**config.mk**
```make
export PLATFORM = sky130hd
export DESIGN_NAME = rpw_indicator
export DESIGN_NICKNAME = d
export VERILOG_FILES = /design/src/hdl/rpw_map.v /design/src/hdl/rpw_indicator.v
export VERILOG_INCLUDE_DIRS = /design/src /design/src/common
export SDC_FILE = /design/constraint.sdc
export NUM_CORES = 1
export LEC_CHECK = 0
export ABC_AREA = 0
export BUFFER_PORTS_ARGS = -buffer_cell sky130_fd_sc_hd__buf_2
export CAP_MARGIN = 10
export CELL_PAD_IN_SITES_DETAIL_PLACEMENT = 0
export CELL_PAD_IN_SITES_GLOBAL_PLACEMENT = 1
export CORE_UTILIZATION = 48
export DETAILED_ROUTE_END_ITERATION = 12
export PLACE_DENSITY = 0.89
export SLEW_MARGIN = 20
export SYNTH_ARGS = -nofsm -noshare
export SYNTH_HDL_FRONTEND = slang
export SYNTH_SLANG_ARGS = --single-unit
```
**constraint.sdc**
```tcl
create_clock -name clk -period 2.75 [get_ports clk]
set_input_delay 0.6875 -clock clk [delete_from_list [all_inputs] [get_ports clk]]
set_output_delay 0.6875 -clock clk [all_outputs]
set_load 0.01 [all_outputs]
```
**src/common/rpw_defs.vh**
```
`ifndef RPW_DEFS_VH
`define RPW_DEFS_VH
// Command code of the hold-time parameter
`define RPW_CMD_HOLD_TIME 8'h22
// Hold-time reset value, settable maximum and the never-expire value
`define RPW_HOLD_RESET 8'h00
`define RPW_HOLD_MAX 8'h7f
`define RPW_HOLD_FOREVER 8'hff
// Hold-time unit in ms and clock period in ns
`define RPW_HOLD_UNIT_MS 100
`define RPW_CLK_PERIOD_NS 10
// Hold-time unit in clock cycles
`define RPW_HOLD_UNIT_CYC (`RPW_HOLD_UNIT_MS * 1000000 / `RPW_CLK_PERIOD_NS)
// Pulse step length in ns and steps per period
`define RPW_STEP_NS 208000
`define RPW_STEP_CYC (`RPW_STEP_NS / `RPW_CLK_PERIOD_NS)
`define RPW_STEPS 40
// Largest high time in steps, 95 percent of 40
`define RPW_MAX_HIGH 38
// Strength code range
`define RPW_CODE_MIN 8'h06
`define RPW_CODE_MAX 8'h36
// Codes per 10 dB and steps added per 10 dB
`define RPW_CODES_PER_10DB 10
`define RPW_STEPS_PER_10DB 6
// High steps at 10 dB above sensitivity (47.5 percent)
`define RPW_HIGH_AT_10DB 19
`endif

```
**src/hdl/rpw_map.v**
```verilog
`include "rpw_defs.vh"
// Maps a strength code to a count of high steps
module rpw_map (
  input wire [7:0] code,
  output reg [5:0] high_steps
);
  reg [7:0] above; // Codes above sensitivity
  reg [10:0] steps; // Unclamped high steps, wide enough for any code
  // Map constants at the width of the sum; CLAMP_STEPS at the output width
  localparam [10:0] SLOPE = `RPW_STEPS_PER_10DB;
  localparam [10:0] SPAN = `RPW_CODES_PER_10DB;
  localparam [10:0] BASE = `RPW_HIGH_AT_10DB - `RPW_STEPS_PER_10DB;
  localparam [10:0] CLAMP = `RPW_MAX_HIGH;
  localparam [5:0] CLAMP_STEPS = `RPW_MAX_HIGH;
  // Linear map anchored at 10 dB, clamped to 0..38
  always @* begin
    above = 8'h00;
    steps = 11'h000;
    high_steps = 6'h00;
    if (code > `RPW_CODE_MIN) begin
      above = code - `RPW_CODE_MIN;
      // Slope of six steps per ten codes; anchor gives 19 at 10 dB
      steps = ({3'b000, above} * SLOPE) / SPAN + BASE; // RL8 RL17
      if (steps > CLAMP) begin
        high_steps = CLAMP_STEPS; // RL6
      end else begin
        high_steps = steps[5:0];
      end
    end else begin
      high_steps = 6'h00; // RL7
    end
  end
endmodule // rpw_map

```
**src/hdl/rpw_indicator.v**
```verilog
// Overview of operation
// RL1 - Hold time in 100 ms units, 0..0x7F
// RL2 - Hold time resets zero; zero disables output
// RL3 - Hold time via command 0x22, one byte
// RL4 - Pulse period is 8.32 ms
// RL5 - Forty steps of 0.208 ms each
// RL6 - High fraction limited to 95 percent
// RL7 - Zero high time at or below sensitivity
// RL8 - 47.5, 62.5, 77.5 percent at 10/20/30 dB
// RL9 - Output shows last strength for hold time
// RL10 - Expired hold time keeps output low
// RL11 - Output low after power-up until packet
// RL12 - Value 0xFF never times out
// RL13 - Pin input at power-up, sampled for command mode
// RL14 - Nonzero hold: pin driven low until packet
// RL15 - Pin stays input for hold time after power-up
// RL16 - Strength code 0x06..0x36, larger is stronger
// RL17 - Six steps per 10 dB, clamped
// RL18 - Packet restarts timer; duty changes at boundary
`include "rpw_defs.vh"
module rpw_indicator #(
  parameter UNIT_CYC = `RPW_HOLD_UNIT_CYC,
  parameter STEP_CYC = `RPW_STEP_CYC
) (
  // Clock and reset
  input wire clk,
  input wire resetn,
  // Command port
  input wire cmd_valid,
  input wire cmd_write,
  input wire [7:0] cmd_code,
  input wire [7:0] cmd_wdata,
  output reg cmd_rvalid_r,
  output reg [7:0] cmd_rdata_r,
  // Received packet strength
  input wire pkt_valid,
  input wire [7:0] pkt_code,
  // Shared pin
  input wire pin_in,
  output reg pin_out_r,
  output reg pin_oe_r,
  // Status
  output reg cmd_mode_r,
  output reg [7:0] hold_time_r
);
  // Power-up phases
  localparam PH_SAMPLE = 2'd0;
  localparam PH_WAIT = 2'd1;
  localparam PH_RUN = 2'd2;
  // Last step index of a period
  localparam [5:0] LAST_STEP = `RPW_STEPS - 1;
  // Sample-phase count at which both synchroniser stages hold the pin
  localparam [1:0] SAMPLE_AT = 2'd2;
  // Hold value that never times out
  localparam [7:0] HOLD_FOREVER = `RPW_HOLD_FOREVER;
  // Pin synchroniser and power-up state
  reg pin_s1_r; // Synchroniser stage one
  reg pin_s2_r; // Synchronised pin
  reg [1:0] phase_r; // Power-up phase
  reg [1:0] boot_cnt_r; // Edges spent in the sample phase
  // Hold timing
  reg [31:0] unit_cnt_r; // Cycles inside a 100 ms unit
  reg [7:0] units_r; // Units elapsed
  // Duty path
  reg active_r; // Strength display active
  reg seen_r; // A packet has arrived
  reg [5:0] pend_r; // Duty waiting for next boundary
  reg [5:0] duty_r; // Duty used this period
  reg [31:0] step_cnt_r; // Cycles inside a step
  reg [5:0] step_r; // Step index within a period
  wire [5:0] mapped; // Mapped high steps
  wire unit_tick = (unit_cnt_r == UNIT_CYC - 1);
  wire step_tick = (step_cnt_r == STEP_CYC - 1);
  wire enabled = (hold_time_r != 8'h00);
  // Hold-time command addressed to this block
  wire cmd_hit = cmd_valid && (cmd_code == `RPW_CMD_HOLD_TIME);
  // Packets count only once the pin is ours
  wire pkt_take = pkt_valid && (phase_r == PH_RUN);
  // Hold has run out since the last packet; the never-expire code is exempt
  wire expired = (hold_time_r != HOLD_FOREVER) && (units_r >= hold_time_r) && seen_r;
  // High for the first duty steps of each period while driving
  wire high_now = (phase_r == PH_RUN) && enabled && (step_r < duty_r);
  // Strength to duty map
  rpw_map u_map (
    .code(pkt_code), // RL16
    .high_steps(mapped)
  );
  // Two-flop synchroniser for the shared pin
  // Only the second stage is read; sampling waits for it to fill
  always @(posedge clk or negedge resetn) begin
    if (!resetn) begin
      pin_s1_r <= 1'b0;
      pin_s2_r <= 1'b0;
    end else begin
      pin_s1_r <= pin_in;
      pin_s2_r <= pin_s1_r;
    end
  end
  // Command port: hold-time read and write
  // Out-of-range writes are dropped silently
  always @(posedge clk or negedge resetn) begin
    if (!resetn) begin
      hold_time_r <= `RPW_HOLD_RESET; // RL2
      cmd_rvalid_r <= 1'b0;
      cmd_rdata_r <= 8'h00;
    end else begin
      cmd_rvalid_r <= 1'b0;
      if (cmd_hit) begin // RL3
        if (cmd_write) begin
          // Accept 0..0x7F and the never-expire code
          if (cmd_wdata <= `RPW_HOLD_MAX || cmd_wdata == `RPW_HOLD_FOREVER) begin // RL1 RL12
            hold_time_r <= cmd_wdata;
          end
        end else begin
          // Read answers on the next edge
          cmd_rvalid_r <= 1'b1; // RL3
          cmd_rdata_r <= hold_time_r;
        end
      end
    end
  end
  // Unit timer, shared by power-up wait and hold timeout
  always @(posedge clk or negedge resetn) begin
    if (!resetn) begin
      unit_cnt_r <= 32'h0;
      units_r <= 8'h00;
    end else if (pkt_take) begin
      // A taken packet restarts the hold count
      unit_cnt_r <= 32'h0; // RL18
      units_r <= 8'h00;
    end else if (unit_tick) begin
      unit_cnt_r <= 32'h0;
      // Saturate so a long wait never wraps below the hold
      if (units_r != 8'hff) begin
        units_r <= units_r + 8'h01;
      end
    end else begin
      // Count cycles inside the unit
      unit_cnt_r <= unit_cnt_r + 32'h1;
    end
  end
  // Power-up sequencing of the shared pin
  always @(posedge clk or negedge resetn) begin
    if (!resetn) begin
      phase_r <= PH_SAMPLE;
      cmd_mode_r <= 1'b0;
      pin_oe_r <= 1'b0; // RL13
      boot_cnt_r <= 2'd0;
    end else begin
      case (phase_r)
        PH_SAMPLE: begin
          // Wait until the synchroniser holds the real pin level
          if (boot_cnt_r == SAMPLE_AT) begin
            // Low on the pin asks for command mode
            cmd_mode_r <= ~pin_s2_r; // RL13
            phase_r <= PH_WAIT;
          end else begin
            boot_cnt_r <= boot_cnt_r + 2'd1;
          end
        end
        PH_WAIT: begin
          // Pin stays released for the hold time
          if (enabled && units_r >= hold_time_r) begin // RL15
            phase_r <= PH_RUN;
            pin_oe_r <= 1'b1; // RL14
          end
        end
        PH_RUN: begin
          // Clearing the hold releases the pin at once
          pin_oe_r <= enabled; // RL2
        end
        default: begin
          // Unused code falls back to sampling
          phase_r <= PH_SAMPLE;
        end
      endcase
    end
  end
  // Packet capture and hold expiry
  always @(posedge clk or negedge resetn) begin
    if (!resetn) begin
      active_r <= 1'b0; // RL11
      seen_r <= 1'b0;
      pend_r <= 6'h00;
    end else if (pkt_take) begin
      // A packet in the same cycle as expiry wins
      active_r <= 1'b1; // RL9
      seen_r <= 1'b1;
      pend_r <= mapped; // RL18
    end else if (expired) begin
      // Display falls to zero duty at the next wrap
      active_r <= 1'b0; // RL10 RL12
    end
  end
  // Step and period counters, 40 steps of 0.208 ms
  always @(posedge clk or negedge resetn) begin
    if (!resetn) begin
      step_cnt_r <= 32'h0;
      step_r <= 6'h00;
      duty_r <= 6'h00;
    end else if (step_tick) begin
      step_cnt_r <= 32'h0;
      // Duty loads only at the wrap, so no period is cut short
      if (step_r == LAST_STEP) begin // RL4 RL5
        step_r <= 6'h00;
        duty_r <= active_r ? pend_r : 6'h00; // RL18 RL10
      end else begin
        step_r <= step_r + 6'h01;
      end
    end else begin
      // Count cycles inside the step
      step_cnt_r <= step_cnt_r + 32'h1;
    end
  end
  // Pin level: high for duty steps at start of each period
  // Registered, so the pin moves one cycle after the step count
  always @(posedge clk or negedge resetn) begin
    if (!resetn) begin
      pin_out_r <= 1'b0;
    end else begin
      pin_out_r <= high_now; // RL5 RL14
    end
  end
endmodule // rpw_indicator

```
==> impl.org <==
** Power and ir drop
- Summed over all cells, the static leakage comes to ~0.0053 uW.
- Pwr/cell area :: 1431 nW/um2
- Worst vdd ir :: 1.549 mV

** Timing
- For this run, the top clock speed supported by timing is 123.6 MHz.
- Between clock sinks in the finished design, the worst skew comes to 0.006897 ns.
- Summed over all failing endpoints, the final setup total negative slack is -31.64 ns.
- The smallest clock period supported by the final layout is computed as 8.092 ns.
- Slew at the pin closest to its max-slew limit :: 0.6690 ns
- Hold violation total from the final report :: 0
- Once routing completed, OpenROAD measured the worst setup slack at -5.342 ns.
- Setup violators final :: 6
- Unrepaired setup endpoints after global routing :: yes
- Hold timing on the final database bottoms out at a slack of 0.3653 ns.
- The worst pin sits at a relative slew slack of 55.06%.
- The final max-slew violation count is 0.
- Final critical-path share of the clock period :: 294.3%

** Clock tree
- Maximum number of buffers from clock root to sink :: 2
- Reg clk slew, reported paths :: 0.05 ns
- The cell sitting at the root of the clock tree is a sky130_fd_sc_hd__clkbuf_16.
- Number of hold buffers added after CTS :: 0
- Clock tree synthesis found a total of 118 sinks.
- Num CTS Buffers :: 17
- Clock latency on the worst-skew pair, taken at its later pin, is around 0.4 ns.
- H-tree level count :: 4
- TritonCTS clock tree :: done

** Detailed routing
- For this block, the initial DRC count from the detailed router was 535.
- Wire length per cell :: approximately 16 um
- Final routed DRC violation total :: 0
- Wire segments on met2 add up to 11.81 mm in the final route.
- Dividing the detail-routed via count by the number of cells gives 5.742.
- After detailed routing, the total wire length is approximately 23 mm.
- Total number of vias :: 8389
- Wire segments on met3 add up to 758 um in the final route.
- In the final routing, the length of wire on met1 measures 10.32 mm.
- Before antenna repair, the detailed router went through 5 iterations.
- Detail Route Antenna Nets :: 0
- Routed signal wires occupy layers up through met4.

** Floorplanning
- Die X :: 135.9 um
- Count of standard-cell rows :: 48
- Total core area :: 17420 um2
- The initial utilization of the core area, before any placement, comes to around 49%.
- Number of top-level pins :: 50
- Overall die area :: 18470 um2
- The die is about 140 um tall.

** Layout
- Area of all placed cells without fillers :: 11750 um2
- After the last flow step, the layout net total stands at 1286.
- Fill cell instance count of the final layout :: approximately 1.3k
- Synth-to-Final Area Change :: 36.59%
- Number of diodes added for antenna fixing :: 0
- The multi-input combinational cells in the finished layout cover a total of ~5900 um2.
- Summing all flip-flop and latch instances after layout gives 2953 um2.
- The post-route netlist has roughly 34% of its cells at a drive strength greater than 1.
- Non-filler instance count after layout :: 1461

** Placed design
- HPWL after DPL :: 16.57 mm
- Total cell area at the placement stage :: 10600 um2
- Gpl congestion :: 0.9368
- Cell count after placement :: 1408
- Worst setup timing slack at the placement stage :: -5.846 ns
- Number of buffer cells added on primary ports :: 49

** Critical path
- Maximum fanout along the worst path :: 7
- Start-to-end type of the worst setup path :: primary input to flop
- The largest single stage delay on the critical path is 0.55 ns.
- Crit path top cell by count :: sky130_fd_sc_hd__and2_4
- CP endpoint kind :: flop
- Worst R2R Start :: step_cnt_r[8]
- Element type at the critical path start :: primary input
- Worst-path cell with the longest stage delay :: sky130_fd_sc_hd__or4_4
- The worst register-to-register path ends at step_cnt_r[25].
- Measured in cells, the most critical reg-to-reg path has a length of 11.
- Register-to-register setup slack :: 0.18 ns
- Data required time at the worst endpoint :: 3.04 ns
- At the worst endpoint, the arrival time is 8.38 ns.

** Global routing
- Global routing consumed, over all layers together, 26.07% of the routing resources.
- The first global-routing pass estimated around 40 mm of wire.
- The initial antenna violation count was 0.
- Global routing finished with a remaining overflow of 0.
- Vias in the first global route :: 8327
- Pin count of the biggest net entering global routing :: roughly 120

** Synth
- Counting every instance in the synthesized netlist gives 972.
- After synthesis, the share of cell area in mux cells is between 1.5 and 2%.
- Share of flip-flops with an asynchronous set or reset :: 100.0%
- Fraction of post-synthesis cell area in the top cell type by area :: 34.32%
- Net count after synthesis :: 1035
- Summed over all instances, the cell type with the most area after synthesis is sky130_fd_sc_hd__dfrtp_1.
- sky130_fd_sc_hd__dfrtp_1 is the most common cell in the netlist.
- After synthesis, the cell types taking the most area are sky130_fd_sc_hd__dfrtp_1 34%, sky130_fd_sc_hd__ha_1 4.8%, sky130_fd_sc_hd__nand2_1 4.4%.
- Mean cell area of the mapped netlist :: 8.852 um2
- Share of the synthesized area in compound gates (AO/OA/AOI/OAI) :: 20.98%
- Most common flop cell mapped by yosys :: sky130_fd_sc_hd__dfrtp_1
- Post-Synth Adder-Cell Area :: about 4.8%
- After synthesis, the largest family of logic cells by area is simple AND/OR/NAND/NOR gates.
- Number of enable flip-flop cells after synthesis :: 0
- After synthesis, the most frequently instantiated cells are 118 x sky130_fd_sc_hd__dfrtp_1, 100 x sky130_fd_sc_hd__nand2_1, 98 x sky130_fd_sc_hd__nor2_1.
- Total of warnings raised by yosys :: 0
- Distinct cells, synth :: 112
- Sequential cells were found to cover 34.32% of the synthesized design area.
- After Yosys synthesis, and, or, nand and nor cells account for about 26% of the synthesized area.
- XOR/XNOR Fraction of Synth Area :: 9.045%
- Mapped Area :: 8605 um2
- Counting flops and latches in the post-synthesis netlist gives 118.

** Status
- Violated checks :: negative setup slack
- The flow ran to the end, but the final reports show violations.

** Hold path
- Classification of the worst-slack hold path :: primary input to asynchronous set/reset pin

** Run
- Max-cap violations in this run came to 0.
[registers in the layout (all words and copies together), names as in the netlist]
| signal | flops |
|---|---|
| active_r | 1 |
| units_r | 8 |
| step_r | 6 |
| step_cnt_r | 32 |
| pin_s1_r | 1 |
| unit_cnt_r | 32 |
| pin_oe_r | 1 |
| duty_r | 6 |
| phase_r | 2 |
| cmd_rdata_r | 8 |
| cmd_rvalid_r | 1 |
| pin_s2_r | 1 |
| pend_r | 6 |
| hold_time_r | 8 |
| cmd_mode_r | 1 |
| seen_r | 1 |
| pin_out_r | 1 |
| boot_cnt_r | 2 |
[final cells by class]
cell class / count / area share (%)
Clock buffer: 22 / 3.950
Clock inverter: 10 / 1.086
Inverter: 33 / 1.097
Multi-Input combinational cell: 788 / 49.97
Sequential cell: 118 / 25.13
Tap cell: 225 / 2.395
Timing Repair Buffer: 265 / 16.37
[routing by layer]
layer  track usage [%]  vias to the layer above
met5                 0                        -
met2             46.74                      169
met4             8.457                        0
met3             3.468                       35
met1             32.13                     4086
li1                  -                     4099
[power breakdown]
part,internal (uW),switching [uW]
registers,1820,66.6
logic,6440,6290
clock network,1460,750
[per-stage QoR]
stage / util (%) / total power (uW)
global route: 67.48 / 17860
CTS: 66.16 / 15900
global placement: 60.85 / 12370
floorplan: - / 8336
finish: 67.48 / 16820
detailed placement: 60.85 / 12490
[cell usage in the layout (no fill, tap or decap), drive strengths merged, types with 9 or more instances in the layout]
cell type,n
and3,29
a31oi,12
nand2,101
dfrtp,118
a21oi,37
nand3,40
buf,265
nor3,35
ha,33
nor2,102
mux2,9
xor2,43
and4,9
and2,12
nand4,20
or3,15
a211oi,13
xnor2,42
nand2b,14
clkbuf,22
o211ai,18
inv,33
nor4,14
o21ai,48
[cells by family (layout without fill, tap and decap cells)]
group / Yosys count / count (layout)
flip-flops: 118 / 118
AND/OR/NAND/NOR: 429 / 429
multiplexers: 13 / 13
buffers and inverters: 66 / 330
AO/OA/AOI/OAI: 228 / 228
adder cells (fa/ha/maj): 33 / 33
XOR/XNOR: 85 / 85
[how the worst max path moves through the flow]
stage	start	endpoint	slack, ns	cells after the start
global placement	pkt_code[5]	pend_r[0]	-5.70	38
finish	pkt_code[6]	pend_r[0]	-5.34	37
detailed placement	pkt_code[5]	pend_r[0]	-5.85	39
global route	pkt_code[6]	pend_r[0]	-5.59	37
floorplan	pkt_code[5]	pend_r[0]	-5.75	38
CTS	pkt_code[6]	pend_r[0]	-5.19	39
[worst max-delay path: cells and delay by family]
kind | cells | cell delay, ns
simple gates | 15 | 3.25
compound gates | 14 | 3.14
fa+ha+maj | 2 | 0.39
buf+inv | 4 | 0.36
mux | 1 | 0.35
xor+xnor | 1 | 0.19
[repair_timing]
action / CTS / global route
resized for setup: 46 / 38
buffers inserted: 17 / 4
hold endpoints to repair: 0 / 0
pin swaps: 33 / 21
endpoints found under the setup margin: 6 / 9
No activity file was read; power rests on OpenSTA's default activity.
